<file path="src/tcg_cfg.svh">
// register offsets, field positions, and reset and restart values of the capture/gated timer
`ifndef TCG_CFG_SVH
`define TCG_CFG_SVH

// ==========================================
// register offsets (word index on the register port)
`define TCG_ADDR_CTRL 4'h0
`define TCG_ADDR_COUNT 4'h1
`define TCG_ADDR_RELOAD 4'h2
`define TCG_ADDR_CAPTURE 4'h3
`define TCG_ADDR_STATUS 4'h4
`define TCG_ADDR_MASK 4'h5

// ==========================================
// control register fields
`define TCG_CTRL_EN_BIT 0
`define TCG_CTRL_MODE_LSB 1
`define TCG_CTRL_POL_BIT 3
`define TCG_CTRL_PRE_LSB 4
`define TCG_CTRL_SRC_LSB 7
`define TCG_CTRL_CAUSE_BIT 9

// ==========================================
// status register fields
`define TCG_ST_CAPTURE_BIT 0
`define TCG_ST_RELOAD_BIT 1
`define TCG_ST_GATE_BIT 2

// ==========================================
// reset and restart values
`define TCG_COUNT_RESTART 16'h0001
`define TCG_COUNT_RESET 16'h0000
`define TCG_RELOAD_RESET 16'hFFFF
`define TCG_CAPTURE_RESET 16'h0000

`endif

</file>
<file path="src/tcg_pkg.sv">
// types of the capture/gated timer
package tcg_pkg;

  // ==========================================
  // operating modes
  typedef enum logic [1:0]
  {
    TCG_MODE_CAPTURE = 2'b00,
    TCG_MODE_GATED = 2'b01,
    TCG_MODE_CAPCMP = 2'b10,
    TCG_MODE_SPARE = 2'b11
  } tcg_mode_t;

  // ==========================================
  // gated-mode interrupt source select
  typedef enum logic [1:0]
  {
    TCG_SRC_BOTH = 2'b00,
    TCG_SRC_BOTH_ALT = 2'b01,
    TCG_SRC_GATE = 2'b10,
    TCG_SRC_RELOAD = 2'b11
  } tcg_src_t;

  // ==========================================
  // capture/compare run state
  typedef enum logic [0:0]
  {
    TCG_CC_ARMED = 1'b0,
    TCG_CC_RUN = 1'b1
  } tcg_cc_state_t;

endpackage : tcg_pkg

</file>
<file path="src/tcg_prescaler.sv">
// prescaler: one count-enable pulse per 2**ratio system clocks
`timescale 1ns/1ps

module tcg_prescaler #(
  parameter int PRE_W = 3
) (
  input wire logic clock_i,
  input wire logic rst_i,
  input wire logic run_i,
  input wire logic [PRE_W-1:0] ratio_i,
  output logic tick_o
);

  localparam int DIV_W = (1 << PRE_W) - 1;

  initial
  begin
    if (PRE_W < 1 || PRE_W > 4)
    begin
      $error("tcg_prescaler: PRE_W out of range");
    end
  end

  logic [DIV_W-1:0] div_ff;
  logic [DIV_W-1:0] mask;
  logic tick_ff;

  assign mask = DIV_W'((1 << ratio_i) - 1);

  // ==========================================
  // divider
  // prescale divide
  always_ff @(posedge clock_i)
  begin
    if (rst_i || !run_i)
    begin
      div_ff <= '0;
      tick_ff <= 1'b0;
    end
    else
    begin
      tick_ff <= ((div_ff & mask) == mask);
      div_ff <= ((div_ff & mask) == mask) ? '0 : div_ff + 1'b1;
    end
  end

  assign tick_o = tick_ff;

  // single pulse spacing
  chk_tick_single: assert property (@(posedge clock_i) disable iff (rst_i)
    (tick_ff && ratio_i != '0 && $stable(ratio_i) && run_i) |=> !tick_ff)
    else $error("prescaler tick repeated");

endmodule : tcg_prescaler

</file>
<file path="src/tcg_timer.sv">
// 16-bit timer with capture, gated and capture/compare modes
//
// The placing of the registers and the address-and-strobe port were decided locally.
`timescale 1ns/1ps
`include "tcg_cfg.svh"

// Summary of operation
// capture mode copies count on edge
// counter advances on prescaled system clock
// polarity bit picks rising or falling
// capture sets interrupt and cause, keeps counting
// reload match interrupts, clears cause, continues
// software disables, then sets mode, prescale
// software preloads count and reload first
// software clears capture value before start
// zero capture after interrupt means reload
// gated restarts from 0001H after reload match
// gated interrupts on deassert and reload
// external party asserts input to count
// capcompare idles until first qualifying edge
// later edges capture the count
// capcompare capture interrupts, restarts at 0001H
// compare match interrupts, clears cause, restarts
// software disables before capcompare setup
// prescaler gives one enable per period
// input synchronised, capture after edge detect
module tcg_timer #(
  parameter int PRE_W = 3
) (
  input wire logic clock_i,
  input wire logic rst_i,
  input wire logic [3:0] addr_i,
  input wire logic [15:0] wdata_i,
  input wire logic wr_i,
  input wire logic rd_i,
  input wire logic timer_in_i,
  output logic [15:0] rdata_o,
  output logic irq_o
);

  initial
  begin
    if (PRE_W != 3)
    begin
      $error("tcg_timer: control layout needs PRE_W of 3");
    end
  end

  // ==========================================
  // register state
  logic enable_ff;
  tcg_pkg::tcg_mode_t mode_ff;
  logic input_edge_polarity_ff;
  logic [PRE_W-1:0] prescale_ff;
  tcg_pkg::tcg_src_t interrupt_source_select_ff;
  logic capture_cause_flag_ff;
  logic [15:0] count_ff;
  logic [15:0] reload_ff;
  logic [15:0] capture_ff;
  logic [2:0] status_ff;
  logic [2:0] mask_ff;
  logic [15:0] rdata_ff;
  logic irq_ff;
  tcg_pkg::tcg_cc_state_t cc_state_ff;

  // ==========================================
  // input synchroniser and edge detect
  logic sync1_ff;
  logic sync2_ff;
  logic prev_ff;
  logic edge_ff;
  logic fall_raw;
  logic rise_raw;

  // two-stage synchroniser
  always_ff @(posedge clock_i)
  begin
    if (rst_i)
    begin
      sync1_ff <= 1'b0;
      sync2_ff <= 1'b0;
      prev_ff <= 1'b0;
    end
    else
    begin
      sync1_ff <= timer_in_i;
      sync2_ff <= sync1_ff;
      prev_ff <= sync2_ff;
    end
  end

  assign rise_raw = sync2_ff && !prev_ff;
  assign fall_raw = !sync2_ff && prev_ff;

  // polarity selects edge
  // event one cycle after detect
  always_ff @(posedge clock_i)
  begin
    if (rst_i)
    begin
      edge_ff <= 1'b0;
    end
    else
    begin
      edge_ff <= input_edge_polarity_ff ? fall_raw : rise_raw;
    end
  end

  // gate deassertion is the opposite level change of the asserted state
  logic gate_active;
  logic gate_fall;
  assign gate_active = input_edge_polarity_ff ? !sync2_ff : sync2_ff;
  assign gate_fall = input_edge_polarity_ff ? rise_raw : fall_raw;

  // ==========================================
  // prescaler
  logic tick;
  logic pre_run;

  assign pre_run = enable_ff && !(mode_ff == tcg_pkg::TCG_MODE_CAPCMP && cc_state_ff == tcg_pkg::TCG_CC_ARMED);

  tcg_prescaler #(
    .PRE_W(PRE_W)
  ) u_tcg_prescaler (
    .clock_i(clock_i),
    .rst_i(rst_i),
    .run_i(pre_run),
    .ratio_i(prescale_ff),
    .tick_o(tick)
  );

  // ==========================================
  // event decode
  logic in_capture;
  logic in_gated;
  logic in_capcmp;
  logic cap_event;
  logic cc_capture;
  logic reload_hit;
  logic gate_event;
  logic count_step;

  assign in_capture = enable_ff && mode_ff == tcg_pkg::TCG_MODE_CAPTURE;
  assign in_gated = enable_ff && mode_ff == tcg_pkg::TCG_MODE_GATED;
  assign in_capcmp = enable_ff && mode_ff == tcg_pkg::TCG_MODE_CAPCMP;
  assign cap_event = in_capture && edge_ff;
  assign cc_capture = in_capcmp && cc_state_ff == tcg_pkg::TCG_CC_RUN && edge_ff;
  assign gate_event = in_gated && gate_fall;
  // count from prescaled clock only
  assign count_step = tick && (!in_gated || gate_active);
  assign reload_hit = count_step && count_ff == reload_ff && enable_ff && !cc_capture;

  function automatic logic reg_hit(input logic strobe, input logic [3:0] a, input logic [3:0] want);
    reg_hit = strobe && (a == want);
  endfunction : reg_hit

  // ==========================================
  // capture/compare start
  // idle until first edge
  always_ff @(posedge clock_i)
  begin
    if (rst_i || !in_capcmp)
    begin
      cc_state_ff <= tcg_pkg::TCG_CC_ARMED;
    end
    else
    begin
      unique case (cc_state_ff)
        tcg_pkg::TCG_CC_ARMED:
        begin
          if (edge_ff)
          begin
            cc_state_ff <= tcg_pkg::TCG_CC_RUN;
          end
        end
        tcg_pkg::TCG_CC_RUN:
        begin
          cc_state_ff <= tcg_pkg::TCG_CC_RUN;
        end
      endcase
    end
  end

  // ==========================================
  // control register
  always_ff @(posedge clock_i)
  begin
    if (rst_i)
    begin
      enable_ff <= 1'b0;
      mode_ff <= tcg_pkg::TCG_MODE_CAPTURE;
      input_edge_polarity_ff <= 1'b0;
      prescale_ff <= '0;
      interrupt_source_select_ff <= tcg_pkg::TCG_SRC_BOTH;
    end
    else if (reg_hit(wr_i, addr_i, `TCG_ADDR_CTRL))
    begin
      enable_ff <= wdata_i[`TCG_CTRL_EN_BIT];
      mode_ff <= tcg_pkg::tcg_mode_t'(wdata_i[`TCG_CTRL_MODE_LSB +: 2]);
      input_edge_polarity_ff <= wdata_i[`TCG_CTRL_POL_BIT];
      prescale_ff <= wdata_i[`TCG_CTRL_PRE_LSB +: PRE_W];
      interrupt_source_select_ff <= tcg_pkg::tcg_src_t'(wdata_i[`TCG_CTRL_SRC_LSB +: 2]);
    end
  end

  // capture cause flag: hardware set/clear wins over a software write
  always_ff @(posedge clock_i)
  begin
    if (rst_i)
    begin
      capture_cause_flag_ff <= 1'b0;
    end
    // capture sets cause
    // capcompare capture sets cause
    else if (cap_event || cc_capture)
    begin
      capture_cause_flag_ff <= 1'b1;
    end
    // reload clears cause
    // compare clears cause
    else if (reload_hit)
    begin
      capture_cause_flag_ff <= 1'b0;
    end
    else if (reg_hit(wr_i, addr_i, `TCG_ADDR_CTRL))
    begin
      capture_cause_flag_ff <= wdata_i[`TCG_CTRL_CAUSE_BIT];
    end
  end

  // ==========================================
  // counter
  logic first_pass_ff;

  always_ff @(posedge clock_i)
  begin
    if (rst_i)
    begin
      count_ff <= `TCG_COUNT_RESET;
      first_pass_ff <= 1'b1;
    end
    else if (reg_hit(wr_i, addr_i, `TCG_ADDR_COUNT))
    begin
      count_ff <= wdata_i;
      first_pass_ff <= 1'b1;
    end
    // capture restarts count
    else if (cc_capture)
    begin
      count_ff <= `TCG_COUNT_RESTART;
    end
    // later passes from 0001H
    // compare restarts count
    else if (reload_hit && !in_capture)
    begin
      count_ff <= `TCG_COUNT_RESTART;
      first_pass_ff <= 1'b0;
    end
    // capture mode keeps counting
    // reload in capture mode continues
    else if (count_step && enable_ff)
    begin
      count_ff <= count_ff + 16'h0001;
    end
  end

  always_ff @(posedge clock_i)
  begin
    if (rst_i)
    begin
      reload_ff <= `TCG_RELOAD_RESET;
    end
    else if (reg_hit(wr_i, addr_i, `TCG_ADDR_RELOAD))
    begin
      reload_ff <= wdata_i;
    end
  end

  // ==========================================
  // capture value
  always_ff @(posedge clock_i)
  begin
    if (rst_i)
    begin
      capture_ff <= `TCG_CAPTURE_RESET;
    end
    // latch count on edge
    // later edges capture
    else if (cap_event || cc_capture)
    begin
      capture_ff <= count_ff;
    end
    else if (reg_hit(wr_i, addr_i, `TCG_ADDR_CAPTURE))
    begin
      capture_ff <= wdata_i;
    end
  end

  // ==========================================
  // interrupt status, mask and output
  logic [2:0] ev;
  logic gate_src_ok;
  logic reload_src_ok;

  // source select filter
  assign gate_src_ok = interrupt_source_select_ff != tcg_pkg::TCG_SRC_RELOAD;
  assign reload_src_ok = !in_gated || interrupt_source_select_ff != tcg_pkg::TCG_SRC_GATE;
  assign ev[`TCG_ST_CAPTURE_BIT] = cap_event || cc_capture;
  assign ev[`TCG_ST_RELOAD_BIT] = reload_hit && reload_src_ok;
  assign ev[`TCG_ST_GATE_BIT] = gate_event && gate_src_ok;

  // read clears; a new event in the same cycle survives
  always_ff @(posedge clock_i)
  begin
    if (rst_i)
    begin
      status_ff <= '0;
    end
    else if (reg_hit(rd_i, addr_i, `TCG_ADDR_STATUS))
    begin
      status_ff <= ev;
    end
    else
    begin
      status_ff <= status_ff | ev;
    end
  end

  always_ff @(posedge clock_i)
  begin
    if (rst_i)
    begin
      mask_ff <= '0;
    end
    else if (reg_hit(wr_i, addr_i, `TCG_ADDR_MASK))
    begin
      mask_ff <= wdata_i[2:0];
    end
  end

  // registered one cycle behind status to keep the output a flip-flop
  always_ff @(posedge clock_i)
  begin
    if (rst_i)
    begin
      irq_ff <= 1'b0;
    end
    else
    begin
      irq_ff <= |(status_ff & mask_ff);
    end
  end

  // ==========================================
  // read port
  always_ff @(posedge clock_i)
  begin
    if (rst_i)
    begin
      rdata_ff <= '0;
    end
    else if (rd_i)
    begin
      unique case (addr_i)
        `TCG_ADDR_CTRL: rdata_ff <= {6'h00, capture_cause_flag_ff, interrupt_source_select_ff, prescale_ff,
          input_edge_polarity_ff, mode_ff, enable_ff};
        `TCG_ADDR_COUNT: rdata_ff <= count_ff;
        `TCG_ADDR_RELOAD: rdata_ff <= reload_ff;
        `TCG_ADDR_CAPTURE: rdata_ff <= capture_ff;
        `TCG_ADDR_STATUS: rdata_ff <= {13'h0000, status_ff};
        `TCG_ADDR_MASK: rdata_ff <= {13'h0000, mask_ff};
        default: rdata_ff <= 16'h0000;
      endcase
    end
    else
    begin
      rdata_ff <= 16'h0000;
    end
  end

  assign rdata_o = rdata_ff;
  assign irq_o = irq_ff;

  // ==========================================
  // checks
  chk_capture_latches: assert property (@(posedge clock_i) disable iff (rst_i)
    cap_event |=> capture_ff == $past(count_ff))
    else $error("capture did not latch count");

  chk_capture_keeps_count: assert property (@(posedge clock_i) disable iff (rst_i)
    (cap_event && !wr_i) |=> capture_cause_flag_ff && (count_ff - $past(count_ff)) <= 16'h0001)
    else $error("capture mode cause flag or count wrong");

  chk_reload_clears_cause: assert property (@(posedge clock_i) disable iff (rst_i)
    (reload_hit && !cap_event && !cc_capture) |=> !capture_cause_flag_ff)
    else $error("reload did not clear cause");

  chk_cc_idle: assert property (@(posedge clock_i) disable iff (rst_i)
    (in_capcmp && cc_state_ff == tcg_pkg::TCG_CC_ARMED && !wr_i) |=> $stable(count_ff))
    else $error("capcompare counted before first edge");

  chk_cc_restart: assert property (@(posedge clock_i) disable iff (rst_i)
    (cc_capture && !wr_i) |=> count_ff == `TCG_COUNT_RESTART && capture_cause_flag_ff)
    else $error("capcompare capture did not restart");

  chk_compare_restart: assert property (@(posedge clock_i) disable iff (rst_i)
    (reload_hit && in_capcmp && !wr_i) |=> count_ff == `TCG_COUNT_RESTART)
    else $error("compare did not restart");

  chk_gated_restart: assert property (@(posedge clock_i) disable iff (rst_i)
    (reload_hit && in_gated && !wr_i) |=> count_ff == `TCG_COUNT_RESTART && !first_pass_ff)
    else $error("gated did not restart at one");

  chk_gate_source: assert property (@(posedge clock_i) disable iff (rst_i)
    (gate_event && interrupt_source_select_ff != tcg_pkg::TCG_SRC_RELOAD) |=> status_ff[`TCG_ST_GATE_BIT])
    else $error("gate deassert not flagged");

  chk_sync_delay: assert property (@(posedge clock_i) disable iff (rst_i)
    (rise_raw && !input_edge_polarity_ff) |=> edge_ff)
    else $error("edge not taken next cycle");

  chk_gated_hold: assert property (@(posedge clock_i) disable iff (rst_i)
    (in_gated && !gate_active && !wr_i) |=> $stable(count_ff))
    else $error("gated counted while input idle");

  cov_capture: cover property (@(posedge clock_i) disable iff (rst_i) cap_event);
  cov_cc_capture: cover property (@(posedge clock_i) disable iff (rst_i) cc_capture);
  cov_gate: cover property (@(posedge clock_i) disable iff (rst_i) gate_event);
  cov_irq: cover property (@(posedge clock_i) disable iff (rst_i) $rose(irq_ff));

endmodule : tcg_timer

</file>
<file path="config.mk">
export PLATFORM = sky130hd
export DESIGN_NAME = tcg_timer
export DESIGN_NICKNAME = d
export VERILOG_FILES = /design/src/tcg_pkg.sv /design/src/tcg_prescaler.sv /design/src/tcg_timer.sv
export VERILOG_INCLUDE_DIRS = /design/src
export SDC_FILE = /design/constraint.sdc
export NUM_CORES = 1
export LEC_CHECK = 0
export ABC_AREA = 1
export ABC_CLOCK_PERIOD_IN_PS = 1600
export BUFFER_PORTS_ARGS = -buffer_cell sky130_fd_sc_hd__clkbuf_2
export CAP_MARGIN = 20
export CORE_MARGIN = 2
export CORE_UTILIZATION = 34
export CTS_CLUSTER_DIAMETER = 30
export DETAILED_ROUTE_END_ITERATION = 10
export PLACE_DENSITY = 0.49
export SLEW_MARGIN = 20
export SYNTH_ARGS = -nofsm -noshare
export SYNTH_HDL_FRONTEND = slang
export SYNTH_HIERARCHICAL = 1
export SYNTH_SLANG_ARGS = --single-unit
</file>
<file path="constraint.sdc">
create_clock -name clock_i -period 1.6 [get_ports clock_i]
set_clock_uncertainty 0.15 [all_clocks]
set_input_delay 0.08 -clock clock_i [delete_from_list [all_inputs] [get_ports clock_i]]
set_output_delay 0.08 -clock clock_i [all_outputs]
set_load 0.01 [all_outputs]
</file>
After elaboration in Yosys (flattened, before gate mapping) --
Cells that the tools add are included. Widths: inputs -> output; s select.
Storage, ports and cells: register bits after elaboration 94
Cells by class: shifts and indexed selects 1, muxes and demuxes 16, equality and inequality tests 11, reduce and logical (&&, ||, !) cells 46, add/sub/neg operators 3, bitwise gates (word level) 5
Operators by type and width (count):
- $mux 16 | 6
- $pmux 16 s6 | 1
- $logic_and 1x1->1 | 25
- $add 16x1->16 const B | 1
- $eq 16x16->1 | 1
- $eq 4x2->1 const B | 2
- $eq 4x3->1 const B | 2
- $logic_not 1->1 | 8
- $add 7x1->7 const B | 1
- $and 7x7->7 | 1
- $eq 7x7->1 | 1
- $mux 1 | 7
- $shl 1x3->7 const A | 1
- $sub 7x2->7 const B | 1
- $logic_or 1x1->1 | 5
- $eq 4x1->1 const B | 1
- $logic_not 4->1 | 1
- $ne 2x2->1 const B | 2
- $reduce_bool 4->1 | 1
- $reduce_or 2->1 | 2
- $and 3x3->3 | 1
- $mux 3 | 1
- $or 3x3->3 | 1
- $reduce_bool 3->1 | 1
- other kinds (7) | 8

Depth between registers and ports, before layout --
Gate-level depths: netlist of the first run.
depth in word-level cells 12, depth in mapped cells 12

Hierarchy --
Netlist of the first run, hierarchy kept.
By module, submodules not included:
- tcg_timer | seq. area each 1721.7 sq um, area an instance 4404.2 sq um, cells each 632, times used 1
- tcg_prescaler | seq. area each 160.2 sq um, area an instance 387.9 sq um, cells each 51, times used 1

Worst setup path after synthesis of the first run --
OpenSTA, ideal clock, no wires.
path kind register -> register, start point register count_ff[1], end point register count_ff[14], slack -0.007 ns, arrival time 1.387 ns, buffers on the path 0, stages on the path, launching flop included 10, clock period less this slack 1.607 ns, cell sequence dfxtp_1 ha_1 nand2_1 nor3_4 nand2_2 nor2_1 nor2_1 nor3_1 nand2_1 a21oi_1
On the way: longest elaborated chain between the ends 8, elaborated cells on any way between the ends 11, those cells by class add/sub (1); eq/ne (1); mux (4); reduce/logical (5)
Ends and longest elaborated chain:
- start: declaration | line tcg_timer.sv:57 | logic [15:0] count_ff;
- start signal: assignment | line tcg_timer.sv:239 | count_ff <= `TCG_COUNT_RESET;
- start signal: assignment | line tcg_timer.sv:244 | count_ff <= wdata_i;
- start signal: assignment | line tcg_timer.sv:250 | count_ff <= `TCG_COUNT_RESTART;
- branches (longest 8 deep; another with $add 16x1->16)
Parallel ways; which one is timed is not known. The select of a mux whose other input is x is not followed. A chain may end at the register's enable or synchronous reset.

Final worst setup path of the first run --
start point register count_ff[1], end point register count_ff[0]
On the way: longest elaborated chain between the ends 8, elaborated cells on any way between the ends 9, those cells by class eq/ne (1); mux (3); reduce/logical (5)
Ends and longest elaborated chain:
- $eq 16x16->1 * | line tcg_timer.sv:151 | assign reload_hit = count_step && count_ff == reload_ff && enable_ff && !cc_capture;
- $logic_and 1x1->1 * (3 in a row) | line tcg_timer.sv:151
- $logic_and 1x1->1 * | line tcg_timer.sv:254 | else if (reload_hit && !in_capture)
- $mux 16 | line tcg_timer.sv:254
- $mux 16 | line tcg_timer.sv:248 | else if (cc_capture)
- $mux 16 | line tcg_timer.sv:242 | else if (reg_hit(wr_i, addr_i, `TCG_ADDR_COUNT))
Every way passes the cells marked *; elsewhere a longest branch is shown, timed or not.

==> out/metrics.yaml, run 1 <==
critical_path:
  worstSetupStartpointType: "register"
  crit_path_end_kind: "register"
  crit_fanout: 6
  worstPathArrival_ns: 1.80
  crit_required_ns: 1.73
  reg2reg_depth: 10
  critical_path_class: "register to register"
pwr:
  vdd_drop_max_mv: 0.4408
  p_leak_nw: 3.052
  powerDensity_nw_per_um2: 720.1
floorplanning:
  core_um2: 13830
  fp.dieArea_um2: 15060
  fp.dieW_um: 122.7
  start_util: 0.3466
  fp.dieH_um: 122.7
  pin_count: 42
  floorplan.rows: 43
synthesis:
  synth_warnings: 6
  synthFlopType: "dfxtp_1"
  synth_cells: 683
  netlist_area_um2: 4792
  synthTopCellsByCount: "179 x nand2_1, 94 x dfxtp_1, 82 x inv_1, 63 x nor2_1, 49 x a21oi_1"
  synth_edf_count: 0
  synth_top_area_cell: "dfxtp_1"
  syn_nets: 710
  yosysTopAreaCellShare: 0.3927
  ys_seq_elements: 94
  postSynthAreaPerCell_um2: 7.016
  ys_async_sr_fraction: 0
  synth_cell_types: 42
  synth_area_leaders: "dfxtp_1 39%, nand2_1 14%, inv_1 6.4%"
  yosysSeqAreaShare: 0.3927
  synth.most_common_cell: "nand2_1"
clock_network:
  cts_tree: "yes"
  h-tree-depth: 3
  max-clock-path-buffers: 2
  clk_latency_ns: 0.35
  cts.sinks: 94
  cts_root_buf: "clkbuf_16"
  clk_pin_slew_ns: 0.07
  cts_made_buffers: 9
job:
  max_cap_viol_count: 0
cells_and_area:
  final_nets: 874
  final.fill_count: 1338
  n_antenna_cell: 0
  layout-drive-gt1-share: 0.3568
  finalNonFillerCells: 1032
  area_growth_pct: 44.70
  fin_util: 0.5015
detailed_routing:
  routedWlPerCell_um: 15.34
  dr.pass1.iters: 5
  drc: 0
  route.top_layer_used: "met4"
  wl_um: 15830
  vias: 5090
  viasPerCell: 4.932
  wl_met2_um: 7185
  first_iter_violations: 350
  ant_nets: 0
  wl_met3_um: 781
  met1_length_um: 7588
global_route:
  antenna_found_initial: 0
  overflow: 0
  grtUsageTotal: 0.2159
  grt_pass1_vias: 4845
  grt_pass1_wl_um: 25160
  grt_max_degree: 58
timing:
  setup_viol: 16
  slew_headroom: 0.7186
  hold_viol: 0
  fin_ws_ns: -0.07445
  min_period_ns: 1.674
  tightest_slew_ns: 0.4216
  maxSlewViolCount: 0
  timing.final.crit_share: 1.047
  max_freq_ghz: 0.5972
  rsz0062_at_grt: "yes"
outcome:
  violations: "setup timing"
  status: "finished with violations"
worst_hold_path:
  hold_path_depth: 6
  hp-class: "primary input to register"
placement:
  dpl_worst_slack_ns: -0.1871
  port_buffers: 41
  dp_hpwl_um: 11510
  dpl.cell_count: 978
  gp_congestion: 0.8681
cells by family after synthesis:
group / Yosys count / share of synthesized area
adder cells (fa/ha/maj): 2 / 0.005221
buffers and inverters: 118 / 0.1013
AO/OA/AOI/OAI: 146 / 0.1875
flip-flops: 94 / 0.3927
XOR/XNOR: 17 / 0.03107
AND/OR/NAND/NOR: 305 / 0.2799
multiplexers: 1 / 0.002350
cell type report:
| class | instances | area (um2) | area share |
|---|---|---|---|
| Clock buffer | 9 | 225.2 | 0.03248 |
| Clock inverter | 7 | 55.05 | 0.007939 |
| Inverter | 95 | 370.4 | 0.05341 |
| Multi-Input combinational cell | 472 | 2749 | 0.3964 |
| Sequential cell | 94 | 1926 | 0.2777 |
| Tap cell | 180 | 225.2 | 0.03248 |
| Timing Repair Buffer | 175 | 1384 | 0.1996 |
stage by stage:
stage | power [mW] | TNS, ns | instance area, um2 | hold slack, ns
after global placement | 2.870 | -2.290 | 5906 | 0.1245
after detailed placement | 2.874 | -3.107 | 5906 | 0.1400
final | 4.993 | -0.5022 | 6934 | 0.1404
after CTS | 5.004 | -0.1429 | 6608 | 0.1246
after global routing | 5.196 | -4.280 | 6934 | 0.1694
after floorplan | 2.647 | 0 | 4793 | -0.0009342
placed cells by master, fill, tap and decap left out, types with 12 or more instances in the layout:
cell type | synthesis | final
nand2_1 | 179 | 152
buf_4 | 3 | 95
inv_1 | 82 | 75
dfxtp_1 | 94 | 71
nor2_1 | 63 | 52
a21oi_1 | 49 | 42
clkbuf_2 | 1 | 41
nand2_2 | 6 | 29
o211ai_1 | 29 | 29
nand3_1 | 32 | 26
dlygate4sd3_1 | 0 | 21
dfxtp_2 | 0 | 17
inv_2 | 10 | 16
o21ai_0 | 23 | 16
o21ai_1 | 12 | 15
xor2_1 | 15 | 12
buf_6 | 2 | 12
sequential cells by signal (all words and copies together), names as in the netlist, 2 cells and up:
signal	cells
reload_ff	16
count_ff	16
capture_ff	16
status_ff	3
prescale_ff	3
rdata_o	16
u_tcg_prescaler/div_ff	7
mask_ff	3
mode_ff	2
interrupt_source_select_ff	2
power breakdown:
| part | switching [mW] | internal (mW) | total, mW |
|---|---|---|---|
| Sequential | 0.0302 | 2.37 | 2.40 |
| Combinational | 0.284 | 0.217 | 0.501 |
| Clock | 1.01 | 1.08 | 2.09 |
| Total | 1.33 | 3.67 | 4.99 |
critical path, cell delays in order, from the launching register on:
cell and delay [ns]:
dfxtp_4 0.36, buf_6 0.13, xor2_4 0.16, nor2_2 0.11, nand2_1 0.06, nor2_1 0.09, nand4_1 0.12, buf_6 0.17
nand2_1 0.05, nand2_1 0.06, a21oi_2 0.14
routing by layer:
layer | track usage | vias to the layer above
li1 | - | 2557
met1 | 0.3016 | 2366
met2 | 0.3346 | 145
met3 | 0.03903 | 22
met4 | 0.07112 | 0
met5 | 0 | -
worst paths after layout:
kind,slack (ns),endpoint,start
hold reg to reg,0.26,sync2_ff,sync1_ff
hold / removal,0.14,mask_ff[1],addr_i[1]
setup reg to reg,-0.07,count_ff[0],count_ff[1]
setup / recovery,-0.07,count_ff[0],count_ff[1]
repair_timing:
action,4_1_cts,5_1_grt
setup endpoints to repair,35,35
pin swaps,17,40
setup buffers,8,7
cloned,1,1
hold buffers,21,0
gates resized for setup,52,82
endpoints found under the hold margin,62,0
(Power assumes the default switching activity.)
==> run 2, diff against run 1 <==
Settings changed: CELL_PAD_IN_SITES_DETAIL_PLACEMENT from default to 1, CELL_PAD_IN_SITES_GLOBAL_PLACEMENT from default to 2, CORE_UTILIZATION 34 to 30, CTS_CLUSTER_SIZE from default to 24, PLACE_DENSITY 0.49 to 0.72.
==> run 2 against run 1 <==
  * The flow still finishes with violations (setup timing)
  * Count of clock-buffer cells in the layout is 1 higher
  * Sequential share of layout area is 0.90 points lower
  * Combinational power is 6.4% higher
  * Fmax is 8.3% lower
  * Final cell count is 3.8% higher
  * Worst hold slack worse by 0.12 ns
  * Non-clock buffer count is 3 higher
  * Clock power is 8% higher
  * Wire length is 21% higher
  * Critical path depth stayed put
  * Sequential power hardly changed
  * Highest routed layer unchanged
==> out/metrics.yaml, run 2 (synthesized netlist as in run 1, its figures left out) <==
placement:
  place_area_um2: 5986  # was 5906 um2
  port_buffers: 41  # unchanged
  dp_hpwl_um: 13640  # was 11510 um
  dpl_worst_slack_ns: -0.3166  # was -0.1871 ns
  gp_congestion: 0.8742  # was 0.8681
detailed_routing:
  ant_nets: 0  # unchanged
  dr.pass1.iters: 4  # was 5
  first_iter_violations: 247  # was 350
  viasPerCell: 4.926  # was 4.932
  routedWlPerCell_um: 17.86  # was 15.34 um
  vias: 5276  # was 5090
  drc: 0  # unchanged
  wl_um: 19130  # was 15830 um
pwr:
  powerDensity_nw_per_um2: 727.8  # was 720.1 nW/um2
  vdd_drop_max_mv: 0.4982  # was 0.4408 mV
  p_leak_nw: 3.150  # was 3.052 nW
  power_mw: 5.202  # was 4.993 mW
floorplanning:
  floorplan.rows: 46  # was 43
  start_util: 0.3039  # was 0.3466
  pin_count: 42  # unchanged
  fp.dieArea_um2: 17000  # was 15060 um2
  fp.dieW_um: 130.4  # was 122.7 um
  core_um2: 15770  # was 13830 um2
  fp.dieH_um: 130.4  # was 122.7 um
clock_network:
  max-clock-path-buffers: 2  # unchanged
  clk_pin_slew_ns: 0.07  # about the same
  cts.sinks: 94  # unchanged
  cts_made_buffers: 9  # unchanged
  cts_tree: "yes"  # unchanged
  cts_root_buf: "clkbuf_16"  # unchanged
  clk_latency_ns: 0.36  # was 0.35 ns
  h-tree-depth: 3  # unchanged
critical_path:
  critical_path_class: "register to register"  # unchanged
  crit_fanout: 3  # was 6
  rr_startpoint: "count_ff[1]"  # unchanged
  regToRegEndpoint: "count_ff[0]"  # unchanged
  crit_required_ns: 1.73  # about the same
  worstPathArrival_ns: 1.95  # was 1.80 ns
  reg2reg_slack_ns: -0.23  # was -0.07 ns
  crit_path_end_kind: "register"  # unchanged
  cp_slowest_cell: "dfxtp_4"  # unchanged
  cpPeakStageDelay_ns: 0.37  # was 0.36 ns
  worstSetupStartpointType: "register"  # unchanged
  reg2reg_depth: 10  # unchanged
  cp_cell_sequence: "buf_6 -> xor2_4 -> nor2_1 -> nand2_1 -> nor2_1 -> nand4_1 -> buf_4 -> nand2_2 -> nand2_1 -> a21oi_1"  # was buf_6 -> xor2_4 -> nor2_2 -> nand2_1 -> nor2_1 -> nand4_1 -> buf_6 -> nand2_1 -> nand2_1 -> a21oi_2
timing:
  timing.final.crit_share: 1.141  # was 1.047
  slew_headroom: 0.6755  # was 0.7186
  whs_ns: 0.02323  # was 0.1404 ns
  min_period_ns: 1.826  # was 1.674 ns
  fin_ws_ns: -0.2257  # was -0.07445 ns
  setup_viol: 34  # was 16
  tightest_slew_ns: 0.4867  # was 0.4216 ns
  hold_viol: 0  # unchanged
  rsz0062_at_grt: "yes"  # unchanged
  maxSlewViolCount: 0  # unchanged
  max_freq_ghz: 0.5477  # was 0.5972 GHz
cells_and_area:
  layout-drive-gt1-share: 0.3626  # was 0.3568
  area_growth_pct: 49.14  # was 44.70%
  final_cell_mix: "149 x nand2_1, 101 x buf_4, 77 x inv_1"  # was 152 x nand2_1, 95 x buf_4, 75 x inv_1
  n_antenna_cell: 0  # unchanged
  final.fill_count: 1970  # was 1338
  final_area_um2: 7147  # was 6934 um2
  layout_commonest_cell: "nand2_1"  # unchanged
  final_nets: 877  # was 874
global_route:
  antenna_found_initial: 0  # unchanged
  overflow: 0  # unchanged
  grtUsageTotal: 0.2331  # was 0.2159
  grt_pass1_vias: 5574  # was 4845
  grt_pass1_wl_um: 29860  # was 25160 um
  grt_max_degree: 38  # was 58
worst_hold_path:
  hp-start: "wr_i"  # was addr_i[1]
  timing.hold.worst_endpoint: "mask_ff[2]"  # was mask_ff[1]
  hp-class: "primary input to register"  # unchanged
  hold_path_depth: 4  # was 6
outcome:
  violations: "setup timing"  # unchanged
  status: "finished with violations"  # unchanged
job:
  max_cap_viol_count: 0  # unchanged
## run 2: cell types whose count changed in the layout (fill, tap and decap cells not counted), sizes merged
| cell | delta |
|---|---|
| buf | +3 |
| clkinv | +1 |
| clkbuf | +2 |
| inv | -3 |
| bufinv | +1 |
| dlygate4sd3 | -1 |
## run 2: worst max path at each step
stage                            from      endpoint  slack [ns]  cells past startpoint
after detailed placement    addr_i[3]    rdata_o[6]       -0.32                      9
after global routing      count_ff[1]   count_ff[0]       -0.29                     10
final                     count_ff[1]   count_ff[0]       -0.23                     10
after floorplan           count_ff[0]  count_ff[14]        0.01                      9
after global placement      addr_i[3]    rdata_o[6]       -0.32                      7
after CTS                  mode_ff[0]  count_ff[10]       -0.11                      9
## run 2: what timing repair did
| action | 4_1_cts | 5_1_grt |
|---|---|---|
| pin swaps | 22 | 22 |
| setup endpoints to repair | 36 | 41 |
| gates cloned | 2 | 1 |
| setup buffers | 10 | 6 |
| hold buffers | 20 | 0 |
| gates resized for setup | 83 | 58 |
| hold endpoints to repair | 58 | 0 |
## run 2: power breakdown
part	internal, mW	total [mW]	switching, mW
clock	1.23	2.26	1.04
sequential	2.37	2.40	0.0321
combinational	0.225	0.533	0.309
## run 2: routing by layer
layer	global-route usage	wire length (um)
met1	0.2831	8370
met4	0.1008	731
met3	0.02809	548
met5	0	0
met2	0.4164	9476
## run 2: worst max-delay path, delay by kind of cell, from the launching register on
kind / cells / cell delay, ns
compound gates: 1 / 0.13
flops: 1 / 0.37
simple gates: 6 / 0.60
xor+xnor: 1 / 0.16
buf+inv: 2 / 0.34
## run 2: layout make-up
| class | count | area, um2 | area share |
|---|---|---|---|
| Inverter | 95 | 376.6 | 0.05270 |
| Clock buffer | 10 | 229.0 | 0.03204 |
| Clock inverter | 6 | 70.07 | 0.009804 |
| Multi-Input combinational cell | 472 | 2833 | 0.3964 |
| Timing Repair Buffer | 178 | 1448 | 0.2026 |
| Sequential cell | 94 | 1921 | 0.2687 |
| Tap cell | 216 | 270.3 | 0.03782 |
## run 2: per-stage QoR
stage	utilization	setup TNS (ns)	instances
floorplan	-	0	683
global placement	0.3796	-5.498	1017
detailed placement	0.3796	-7.517	1017
CTS	0.4373	-1.516	1065
global route	0.4532	-5.705	1071
finish	0.4532	-3.125	1071
